File: src/prs_regs.svh
// timing counts and codes for the reference clock switchover pair
// assumes a single 25 MHz system clock that samples both reference pins
`ifndef PRS_REGS_SVH
`define PRS_REGS_SVH

`define PRS_SYS_CLK_NS 40
// stuck time before an input is flagged lost, about two reference periods
`define PRS_STUCK_TIME_NS 400
`define PRS_STUCK_CYC ((`PRS_STUCK_TIME_NS + `PRS_SYS_CLK_NS - 1) / `PRS_SYS_CLK_NS)
// reference rising edges the swap request must stay high
`define PRS_SWAP_MIN_EDGES 3
// time the user end holds the swap request high
`define PRS_SWAP_HOLD_NS 1200
`define PRS_SWAP_HOLD_CYC ((`PRS_SWAP_HOLD_NS + `PRS_SYS_CLK_NS - 1) / `PRS_SYS_CLK_NS)
// loop reset pulse after a switchover
`define PRS_LOOP_RST_NS 10
`define PRS_LOOP_RST_CYC ((`PRS_LOOP_RST_NS + `PRS_SYS_CLK_NS - 1) / `PRS_SYS_CLK_NS)
`define PRS_SEL_PRIMARY 1'h0
`define PRS_SEL_BACKUP 1'h1

`endif

File: src/prs_pkg.sv
// types shared by both ends of the reference clock switchover
// assumes nothing beyond the compiler
`default_nettype none

package prs_pkg;

  typedef enum logic [1:0] {
    PRS_MODE_AUTO = 2'h0,
    PRS_MODE_MANUAL = 2'h1,
    PRS_MODE_OVERRIDE = 2'h2
  } prs_mode_t;

  typedef enum logic [2:0] {
    PRS_ST_RUN = 3'h1,
    PRS_ST_GATE = 3'h2,
    PRS_ST_SWAP = 3'h4
  } prs_state_t;

  typedef enum logic [2:0] {
    PRS_U_IDLE = 3'h1,
    PRS_U_HOLD = 3'h2,
    PRS_U_LOW = 3'h4
  } prs_ustate_t;

endpackage : prs_pkg

`default_nettype wire

File: src/prs_if.sv
// link between the switchover selector and the user logic that drives it
// assumes both ends run on the same system clock
`default_nettype none

interface prs_if;
  logic swap_req;
  logic lost_primary;
  logic lost_backup;
  logic active_sel;

  modport dev (
    input swap_req,
    output lost_primary,
    output lost_backup,
    output active_sel
  );

  modport usr (
    output swap_req,
    input lost_primary,
    input lost_backup,
    input active_sel
  );
endinterface : prs_if

`default_nettype wire

File: src/prs_switch.sv
// reference clock switchover selector: loss sense, swap qualifier, glitch-free select
// assumes the reference pins are slower than half of SYS_CLK and the swap
// request comes from logic on SYS_CLK
//
// How it works
// - three modes: auto, manual, auto with override
// - auto mode leaves selected input once it stalls
// - manual swap needs rise held three input cycles
// - override: high request blocks further auto switching
// - two lost flags plus selected-input indicator
// - both inputs idle: no switchover starts
// - system keeps both inputs running within 2x
// - lost after two stuck periods, then move
// - over 20% difference only indicator valid
// - indicator always shows input feeding loop
// - gate on old fall, switch on new fall
// - override indicator follows request, flags stay low; the lost flags here still set when an input stalls
// - only request rising edge switches
// - wait for target input before completing switch
// - primary input selected out of reset
// - user drops request before next switchover
// - user holds request three slow periods
// - user requests only while both inputs run
// - user resets loop after a switchover
// - auto switching repeats any number of times
`default_nettype none
`include "prs_regs.svh"

module prs_switch (
  input wire logic SYS_CLK,
  input wire logic RESET,
  input wire logic PRIMARY_REF_IN,
  input wire logic BACKUP_REF_IN,
  input wire prs_pkg::prs_mode_t MODE,
  output logic REF_OUT,
  output logic REF_GATE_EN,
  output logic REF_SEL,
  prs_if.dev link
);

  function automatic logic auto_on(input prs_pkg::prs_mode_t m);
    auto_on = (m == prs_pkg::PRS_MODE_AUTO) || (m == prs_pkg::PRS_MODE_OVERRIDE);
  endfunction : auto_on

  function automatic logic manual_on(input prs_pkg::prs_mode_t m);
    manual_on = (m == prs_pkg::PRS_MODE_MANUAL) || (m == prs_pkg::PRS_MODE_OVERRIDE);
  endfunction : manual_on

  logic [1:0] ref_pin;
  logic [1:0] ref_s1_r;
  logic [1:0] ref_s2_r;
  logic [1:0] ref_s3_r;
  logic [1:0] ref_rise;
  logic [1:0] ref_fall;
  logic [1:0] lost_r;
  logic [4:0] stuck_cnt_r [2];

  assign ref_pin = {BACKUP_REF_IN, PRIMARY_REF_IN};

  // per input: two-flop synchroniser, edge detect and stuck counter
  genvar gi;
  generate
    for (gi = 0; gi < 2; gi++) begin : g_sense
      logic [4:0] stuck_nxt;
      logic lost_nxt;
      always_comb begin
        ref_rise[gi] = ref_s2_r[gi] & ~ref_s3_r[gi];
        ref_fall[gi] = ref_s3_r[gi] & ~ref_s2_r[gi];
        stuck_nxt = stuck_cnt_r[gi];
        if (ref_s2_r[gi] != ref_s3_r[gi]) begin
          stuck_nxt = 5'h00;
        end else if (stuck_cnt_r[gi] != 5'(`PRS_STUCK_CYC)) begin
          stuck_nxt = stuck_cnt_r[gi] + 5'h01;
        end
        lost_nxt = (stuck_nxt == 5'(`PRS_STUCK_CYC));
      end
      always_ff @(posedge SYS_CLK) begin
        if (RESET) begin
          ref_s1_r[gi] <= 1'h0;
          ref_s2_r[gi] <= 1'h0;
          ref_s3_r[gi] <= 1'h0;
          stuck_cnt_r[gi] <= 5'h00;
          lost_r[gi] <= 1'h0;
        end else begin
          ref_s1_r[gi] <= ref_pin[gi];
          ref_s2_r[gi] <= ref_s1_r[gi];
          ref_s3_r[gi] <= ref_s2_r[gi];
          stuck_cnt_r[gi] <= stuck_nxt;
          lost_r[gi] <= lost_nxt;
        end
      end
    end
  endgenerate

  // swap request qualifier
  logic req_prev_r;
  logic armed_r;
  logic [1:0] hi_cnt_r;
  logic req_prev_nxt;
  logic armed_nxt;
  logic [1:0] hi_cnt_nxt;
  logic swap_fire;
  logic sel_r;

  always_comb begin
    req_prev_nxt = link.swap_req;
    armed_nxt = armed_r;
    hi_cnt_nxt = hi_cnt_r;
    swap_fire = 1'h0;
    if (!link.swap_req) begin
      armed_nxt = 1'h0;
      hi_cnt_nxt = 2'h0;
    end else begin
      if (!req_prev_r) begin
        armed_nxt = 1'h1;
        hi_cnt_nxt = 2'h0;
      end else if (armed_r && ref_rise[sel_r]) begin
        // high time counted in edges of the selected input
        if (hi_cnt_r == 2'(`PRS_SWAP_MIN_EDGES - 1)) begin
          swap_fire = 1'h1;
          armed_nxt = 1'h0;
        end else begin
          hi_cnt_nxt = hi_cnt_r + 2'h1;
        end
      end
    end
  end

  always_ff @(posedge SYS_CLK) begin
    if (RESET) begin
      req_prev_r <= 1'h0;
      armed_r <= 1'h0;
      hi_cnt_r <= 2'h0;
    end else begin
      req_prev_r <= req_prev_nxt;
      armed_r <= armed_nxt;
      hi_cnt_r <= hi_cnt_nxt;
    end
  end

  // switchover state machine
  prs_pkg::prs_state_t state_r;
  prs_pkg::prs_state_t state_nxt;
  logic sel_nxt;
  logic gate_r;
  logic gate_nxt;
  logic ref_out_r;
  logic ref_out_nxt;
  logic auto_go;
  logic man_go;

  always_comb begin
    state_nxt = state_r;
    sel_nxt = sel_r;
    gate_nxt = gate_r;
    // auto move only when the other input still runs
    auto_go = auto_on(MODE) && lost_r[sel_r] && !lost_r[~sel_r];
    if (MODE == prs_pkg::PRS_MODE_OVERRIDE && link.swap_req) begin
      auto_go = 1'h0;
    end
    man_go = manual_on(MODE) && swap_fire;
    case (state_r)
      prs_pkg::PRS_ST_RUN: begin
        if (man_go || auto_go) begin
          state_nxt = prs_pkg::PRS_ST_GATE;
        end
      end
      prs_pkg::PRS_ST_GATE: begin
        // a dead old input gives no falling edge, so gate at once
        if (ref_fall[sel_r] || lost_r[sel_r]) begin
          gate_nxt = 1'h0;
          state_nxt = prs_pkg::PRS_ST_SWAP;
        end
      end
      prs_pkg::PRS_ST_SWAP: begin
        // completes only once the new input is toggling
        if (ref_fall[~sel_r]) begin
          sel_nxt = ~sel_r;
          gate_nxt = 1'h1;
          state_nxt = prs_pkg::PRS_ST_RUN;
        end
      end
      default: begin
        state_nxt = prs_pkg::PRS_ST_RUN;
        gate_nxt = 1'h1;
      end
    endcase
    ref_out_nxt = gate_nxt & ref_s2_r[sel_nxt];
  end

  always_ff @(posedge SYS_CLK) begin
    if (RESET) begin
      state_r <= prs_pkg::PRS_ST_RUN;
      sel_r <= `PRS_SEL_PRIMARY;
      gate_r <= 1'h1;
      ref_out_r <= 1'h0;
    end else begin
      state_r <= state_nxt;
      sel_r <= sel_nxt;
      gate_r <= gate_nxt;
      ref_out_r <= ref_out_nxt;
    end
  end

  assign REF_OUT = ref_out_r;
  assign REF_GATE_EN = gate_r;
  assign REF_SEL = sel_r;
  assign link.active_sel = sel_r;
  assign link.lost_primary = lost_r[0];
  assign link.lost_backup = lost_r[1];

endmodule : prs_switch

`default_nettype wire

File: src/flat_wrapper.sv
// flat-port wrapper written by rule: the top's interface ports become plain ports
module prs_switch_flat 
  (SYS_CLK, RESET, PRIMARY_REF_IN, BACKUP_REF_IN, MODE, REF_OUT, REF_GATE_EN, REF_SEL, link_swap_req, link_lost_primary, link_lost_backup, link_active_sel);
  prs_if link_i ();
  input wire logic SYS_CLK;
  input wire logic RESET;
  input wire logic PRIMARY_REF_IN;
  input wire logic BACKUP_REF_IN;
  input wire prs_pkg::prs_mode_t MODE;
  output logic REF_OUT;
  output logic REF_GATE_EN;
  output logic REF_SEL;
  input wire logic [$bits(link_i.swap_req)-1:0] link_swap_req;
  output wire logic [$bits(link_i.lost_primary)-1:0] link_lost_primary;
  output wire logic [$bits(link_i.lost_backup)-1:0] link_lost_backup;
  output wire logic [$bits(link_i.active_sel)-1:0] link_active_sel;
  assign link_i.swap_req = link_swap_req;
  assign link_lost_primary = link_i.lost_primary;
  assign link_lost_backup = link_i.lost_backup;
  assign link_active_sel = link_i.active_sel;
  prs_switch u_core (.SYS_CLK(SYS_CLK), .RESET(RESET), .PRIMARY_REF_IN(PRIMARY_REF_IN), .BACKUP_REF_IN(BACKUP_REF_IN), .MODE(MODE), .REF_OUT(REF_OUT), .REF_GATE_EN(REF_GATE_EN), .REF_SEL(REF_SEL), .link(link_i));
endmodule
File: config.mk
export PLATFORM = sky130hd
export DESIGN_NAME = prs_switch_flat
export DESIGN_NICKNAME = d
export VERILOG_FILES = /design/src/prs_pkg.sv /design/src/prs_if.sv /design/src/prs_switch.sv /design/src/flat_wrapper.sv
export VERILOG_INCLUDE_DIRS = /design/src /design/src/src
export SDC_FILE = /design/constraint.sdc
export NUM_CORES = 1
export LEC_CHECK = 0
export BUFFER_PORTS_ARGS = -buffer_cell sky130_fd_sc_hd__buf_2
export CAP_MARGIN = 30
export CORE_ASPECT_RATIO = 0.5
export CORE_UTILIZATION = 52
export DETAILED_ROUTE_END_ITERATION = 16
export GPL_ROUTABILITY_DRIVEN = 0
export PLACE_DENSITY = 0.76
export SETUP_SLACK_MARGIN = 0.3
export SYNTH_ARGS = -nofsm -noshare
export SYNTH_HDL_FRONTEND = slang
export SYNTH_SLANG_ARGS = --single-unit
export TNS_END_PERCENT = 30
File: constraint.sdc
create_clock -name SYS_CLK -period 1.8 [get_ports SYS_CLK]
set_input_delay 0 -clock SYS_CLK [delete_from_list [all_inputs] [get_ports SYS_CLK]]
set_output_delay 0 -clock SYS_CLK [all_outputs]
set_load 0.1 [all_outputs]
==> impl_results.md, run 1 <==
* Status: finished, final reports clean
* First-pass GRT wire length at 4260 um
* Final slew viol count at 0
* N_diodes at 0
* Clock sink count at 28
* Share of flip-flops with an asynchronous set or reset at 0
* Avg Cell Area, Syn at 9.44 um^2
* Peak supply drop at 486 uV
* Die W at 76.0 um
* Synth Instances at 151
* Sequential area share after synthesis at 0.393
* Grt peak-use layer: met2
* Post-synthesis net count at 169
* Setup TNS at 0 ns
* Clock Skew at 0.00557 ns
* Buffers on Ports at 12
* Net switching power at 0.000273 W
* Clock share of power at 0.367
* FMAX at 707 MHz
* Final Power at 0.00120 W
* WP data arrival at 1.60 ns
* Worst Setup End Kind: register
* Share of power burned in registers at 0.547
* Initial Util at 0.593
* Synth Register Bits at 28
* TritonCTS clock tree: built
* Final setup violating endpoints at 0
* Num ports at 13
* Final worst-path cycle share at 0.786
* Routed wire length at 2470 um
* CTS buffer count at 3
* CTS Buffer Depth at 2
* P_leak at 0.638 nW
* Antenna violations before repair at 0
* Slowest library cell on the worst path: dfxtp_1
* CP peak stage delay at 0.48 ns
* Primary FF master, synth: dfxtp_1
* H-tree Lvls at 1
* Worst rel slew slack at 0.678
* Worst Path Class, Setup: register to register
* RSZ-0062 raised after global routing: true
* Non-filler cells, final at 202
* Met3 GRT Util at 0.0494
* FP Rows at 12
* Gr usage total at 0.187
* Crit path launch type: register
* CP Cell Sequence: nor3b_1 -> o21ai_0 -> o22a_1 -> a21o_1
* Worst EP required at 1.98 ns
* HPWL after DPL at 1760 um
* Clk Latency, worst-skew pair at 0.28 ns
* M2 GR Usage at 0.348
* Clk slew on worst S/H paths at 0.10 ns
* Max-Cap Viols at 0
* Fillers at 199
* Die area at 2970 um^2
* Area grow syn2layout at 16.2%
* Nets@finish at 186
* Yosys warnings at 0
* Remaining DRCs at 0
* Core area at 2400 um^2
* Routed Antenna Nets at 0
* Logic pwr share at 0.086
* Cell area after synthesis at 1430 um^2
* GR Layer Usage met1 at 0.230
* Share of cells above drive strength 1 at 0.246
* Largest fanout on the critical path at 8
* Distinct cells, synth at 43
* Worst Hold Slack at 0.0259 ns
* Fin area at 1660 um^2
* Placed cells at 194
* Maximum number of pins on one net before global-route repair at 18
* Pre-antenna DRT Iters at 4
* Vias in the first global route at 966
* Area after DPL at 1500 um^2
* HP Class: primary input to register
* Minimum clock period at 1.41 ns
* Pwr dens at 723 nW/um^2
* Starting DRT DRC Count at 23
* Internal at 0.000926 W
* Most common cell after layout, fill and taps aside: dfxtp_1
* Switch share at 0.227
* Hold Violations, Final at 0
* Die height at 39.0 um
* Most frequent cells in the layout: 20 x dfxtp_1, 19 x nor2_1, 12 x buf_2, 9 x nor2b_1, 9 x ha_1
* Clk root buf: clkbuf_8
* Drt wl/cell at 12.2 um
* Post-synth EDFFs at 0
* Vias at 1,052
* GR Overflow Total at 0
* Worst Max-Slew Pin Slew at 0.487 ns
* Avg Vias per Cell at 5.21
## worst max-delay path, delay by kind of cell (launching register included)
family	cells	cell delay (ns)
and+or+nand+nor	1	0.30
DFF	1	0.48
AOI/OAI and AO/OA	3	0.54
## worst paths after layout
kind / startpoint / endpoint / slack (ns) / cells past startpoint
max: u_core.state_r[0] / u_core.state_r[0] / 0.39 / 4
min: link_swap_req / u_core.req_prev_r / 0.03 / 2
max reg2reg: u_core.state_r[0] / u_core.state_r[0] / 0.39 / 4
min reg2reg: u_core.ref_s1_r[1] / u_core.ref_s2_r[1] / 0.44 / 1
## layout make-up
cell class	instances	area [um^2]	area share
flip-flops and latches	28	578	0.349
multi-input cells	108	830	0.501
clock buffers	4	66.3	0.0400
well taps	35	43.8	0.0264
inverters	11	43.8	0.0264
repair buffers	16	95.1	0.0574
## what timing repair did
action	CTS	global route
gates cloned	0	0
hold buffers	2	0
resized for setup	2	15
pin swaps	1	3
endpoints found under the setup margin	2	4
buffers inserted	1	1
hold endpoints to repair	2	0
## power groups by stage
stage | Sequential (W) | Combinational (W) | Clock (W)
after floorplan | 0.000669 | 0.0000694 | 0
after global placement | 0.000668 | 0.0000914 | 0
after detailed placement | 0.000669 | 0.0000951 | 0
after CTS | 0.000655 | 0.0000985 | 0.000454
after global routing | 0.000659 | 0.000119 | 0.000479
final | 0.000656 | 0.000103 | 0.000439
## routing by layer
layer / vias up / share of wire / wire length (um)
met5: - / 0 / 0
li1: 552 / - / -
met3: 2 / 0.027 / 67
met1: 490 / 0.53 / 1300
met4: 0 / 0.0045 / 11
met2: 8 / 0.44 / 1090
## registers in the layout, summed over array words and instances (netlist names), 2 cells and up
signal	flops
u_core.stuck_cnt_r	10
u_core.state_r	3
u_core.hi_cnt_r	2
u_core.ref_s1_r	2
u_core.ref_s2_r	2
u_core.ref_s3_r	2
## cells in the mapped netlist (3+ instances only)
master | n | area [um^2]
a21o_1 | 3 | 22.5
a21oi_1 | 5 | 25.0
dfxtp_1 | 28 | 561
ha_1 | 11 | 138
inv_1 | 10 | 37.5
mux2i_1 | 4 | 40.0
nand2_1 | 5 | 18.8
nand2b_1 | 3 | 18.8
nand3_1 | 5 | 25.0
nand3b_1 | 3 | 22.5
nor2_1 | 19 | 71.3
nor2b_1 | 9 | 56.3
nor3b_1 | 5 | 37.5
nor3b_2 | 3 | 37.5
o21ai_1 | 3 | 15.0
xnor2_1 | 4 | 35.0
xor2_1 | 3 | 26.3
## kinds of logic (layout without fill, tap and decap cells)
kind of cell | after synthesis | count (layout) | share of synthesized area
and+or+nand+nor | 63 | 63 | 0.276
DFF | 28 | 28 | 0.393
AOI/OAI and AO/OA | 23 | 23 | 0.109
buffers and inverters | 15 | 31 | 0.0544
adders and majority gates | 11 | 11 | 0.0966
xor gates and xnor gates | 7 | 7 | 0.0430
muxes | 4 | 4 | 0.0281
## stage by stage
| step | setup slack (ns) | utilization |
|---|---|---|
| 2_1_floorplan | 0.318 | - |
| 3_3_place_gp | 0.281 | 0.624 |
| 3_5_place_dp | 0.277 | 0.624 |
| 4_1_cts | 0.300 | 0.665 |
| 5_1_grt | 0.294 | 0.690 |
| 6_report | 0.386 | 0.690 |
Note: power is estimated with default switching activity, not from simulation.
==> run 2, diff against run 1 <==
--- a/config.mk
+++ b/config.mk
@@ -6,13 +6,14 @@
 export SDC_FILE = /design/constraint.sdc
 export NUM_CORES = 1
 export LEC_CHECK = 0
+export ABC_AREA = 1
 export BUFFER_PORTS_ARGS = -buffer_cell sky130_fd_sc_hd__buf_2
 export CAP_MARGIN = 30
 export CORE_ASPECT_RATIO = 0.5
 export CORE_UTILIZATION = 52
 export DETAILED_ROUTE_END_ITERATION = 16
 export GPL_ROUTABILITY_DRIVEN = 0
-export PLACE_DENSITY = 0.76
+export PLACE_DENSITY = 0.79
 export SETUP_SLACK_MARGIN = 0.3
 export SYNTH_ARGS = -nofsm -noshare
 export SYNTH_HDL_FRONTEND = slang
==> constraint.sdc (replaced) <==
create_clock -name SYS_CLK -period 1.3 [get_ports SYS_CLK]
set_input_delay 0 -clock SYS_CLK [delete_from_list [all_inputs] [get_ports SYS_CLK]]
set_output_delay 0 -clock SYS_CLK [all_outputs]
set_load 0.1 [all_outputs]
==> impl_results.md, run 2 <==
* Status: finished, final reports clean
* FMAX at 774 MHz
* Synth Instances at 183
* P_leak at 0.816 nW
* Num ports at 13
* Worst Path Class, Setup: register to register
* Distinct cells, synth at 27
* Clk Latency, worst-skew pair at 0.29 ns
* Share of cells above drive strength 1 at 0.399
* Dpl ws at -0.00859 ns
* Worst rel slew slack at 0.679
* Most frequent cells in the layout: 25 x nand2_1, 24 x nor2_1, 22 x inv_1, 17 x dfxtp_1, 13 x nand3_1
* Top cell by count, worst path: nand2_4
* Routed Antenna Nets at 0
* Vias at 1,260
* Die height at 38.5 um
* Post-synth EDFFs at 0
* HPWL after DPL at 1820 um
* Remaining DRCs at 0
* Routed wire length at 3320 um
* Area after DPL at 1510 um^2
* Cell taking the most area after synthesis: dfxtp_1
* Non-filler cells, final at 243
* Largest fanout on the critical path at 3
* Share of power burned in registers at 0.387
* Most flops, register: u_core.stuck_cnt_r
* CP peak stage delay at 0.36 ns
* Drt wl/cell at 13.7 um
* Worst EP required at 1.49 ns
* TritonCTS clock tree: built
* Internal at 0.00168 W
* Die W at 75.1 um
* Avg Cell Area, Syn at 7.58 um^2
* Switch share at 0.372
* Synth Register Bits at 28
* Peak supply drop at 709 uV
* Fillers at 131
* Clock Skew at 0.0136 ns
* Logic pwr share at 0.351
* Clk root buf: clkbuf_8
* Final setup violating endpoints at 0
* CP Cell Sequence: inv_2 -> ha_4 -> clkinv_4 -> nand2_4 -> nand2_4 -> nor2_4 -> nand2_2 -> buf_6 -> o21bai_1 -> a21oi_1
* Die area at 2890 um^2
* RSZ-0062 raised after global routing: true
* Avg Vias per Cell at 5.19
* Area grow syn2layout at 36.4%
* CTS buffer count at 3
* Clock share of power at 0.262
* Clk slew on worst S/H paths at 0.11 ns
* Slowest library cell on the worst path: dfxtp_2
* HP Class: primary input to register
* Pre-antenna DRT Iters at 4
* Gr usage total at 0.225
* Worst Max-Slew Pin Slew at 0.485 ns
* Worst Setup End Kind: register
* Core area at 2360 um^2
* Buffers on Ports at 12
* Max reg flops at 10
* Biggest regs: u_core.stuck_cnt_r x10, u_core.state_r x3
* Fin util at 0.803
* Clock sink count at 28
* Most frequent cells after synthesis: 30 x nand2_1, 29 x nor2_1, 28 x dfxtp_1, 28 x inv_1, 18 x nand3_1
* Vias in the first global route at 1,090
* Primary FF master, synth: dfxtp_1
* Pwr dens at 1420 nW/um^2
* CTS Buffer Depth at 2
* Antenna violations before repair at 0
* Cell area after synthesis at 1390 um^2
* Worst Hold Slack at 0.0416 ns
* Max-Cap Viols at 0
* Hold Violations, Final at 0
* Initial Util at 0.589
* H-tree Lvls at 1
* Final worst-path cycle share at 0.994
* FP Rows at 12
* Starting DRT DRC Count at 65
* Top post-synthesis cells by area: dfxtp_1 40%, ha_1 9.9%, nand2_1 8.1%
* GR Overflow Total at 0
* Yosys top cell area share at 0.404
* First-pass GRT wire length at 4620 um
* Maximum number of pins on one net before global-route repair at 17
* Placed cells at 230
* PnR worst setup slack at 0.00812 ns
* Yosys warnings at 0
* Share of flip-flops with an asynchronous set or reset at 0
* Sequential area share after synthesis at 0.404
* Final slew viol count at 0
* Minimum clock period at 1.29 ns
* Fin area at 1890 um^2
* Most frequent cell after synthesis: nand2_1
* Net switching power at 0.000998 W
* WP data arrival at 1.48 ns
* N_diodes at 0
* Nets@finish at 227
* Post-synthesis net count at 201
* Crit path launch type: register
* Most common cell after layout, fill and taps aside: nand2_1
run 2: final timing paths:
| kind | from | endpoint | slack (ns) | cells past startpoint |
|---|---|---|---|---|
| hold reg to reg | u_core.ref_s1_r[0] | u_core.ref_s2_r[0] | 0.40 | 2 |
| setup / recovery | u_core.ref_s3_r[1] | u_core.hi_cnt_r[0] | 0.008 | 10 |
| hold / removal | RESET | u_core.state_r[1] | 0.04 | 4 |
| setup reg to reg | u_core.ref_s3_r[1] | u_core.hi_cnt_r[0] | 0.008 | 10 |
run 2: per-layer routing:
layer,part of all wire,GRT usage,vias to the layer above
met4,0.023,0.0849,0
met2,0.50,0.394,40
met5,0,0,-
met3,0.042,0.0658,10
met1,0.44,0.265,597
li1,-,-,613
run 2: area by class of cell:
class | instances | area [um^2] | share of cell area
clock inverter | 1 | 30.0 | 0.0159
sequential | 28 | 584 | 0.309
clock buffer | 3 | 41.3 | 0.0218
timing repair buffer | 24 | 179 | 0.0945
inverter | 34 | 140 | 0.0740
multi-input combinational | 118 | 875 | 0.462
tap | 35 | 43.8 | 0.0231
run 2: what timing repair did:
item / in CTS / in global routing
pin swaps: 10 / 19
gates resized for setup: 18 / 46
endpoints found under the setup margin: 23 / 27
buffers inserted: 3 / 2
hold buffers: 4 / 0
gates cloned: 0 / 0
hold endpoints to repair: 5 / 0
run 2: worst max-delay path: cells and delay by family (launching register included):
family          cells  cell delay [ns]
compound gates      2             0.19
buf+inv             3             0.24
fa+ha+maj           1             0.14
simple gates        4             0.27
flops               1             0.36
run 2: kinds of logic (layout without fill, tap and decap cells):
kind of cell               after synthesis  count (layout)  share of synthesized area
AOI/OAI and AO/OA                       11              11                     0.0541
xor gates and xnor gates                 7               7                     0.0442
adders and majority gates               11              11                     0.0992
buffers and inverters                   37              62                      0.110
DFF                                     28              28                      0.404
and+or+nand+nor                         89              89                      0.289
run 2: power groups by stage:
stage | Clock [W] | Sequential (W) | Combinational, W
finish | 0.000702 | 0.00104 | 0.000940
floorplan | 0 | 0.00117 | 0.000469
detailed placement | 0 | 0.00103 | 0.000720
CTS | 0.000703 | 0.00102 | 0.000771
global route | 0.000746 | 0.00105 | 0.00101
global placement | 0 | 0.00103 | 0.000709
run 2: stage by stage:
stage | power (W) | TNS (ns)
after floorplan | 0.00164 | -0.0758
after global routing | 0.00280 | -0.239
after detailed placement | 0.00175 | -0.0163
after CTS | 0.00249 | 0
after global placement | 0.00174 | 0
final | 0.00268 | 0
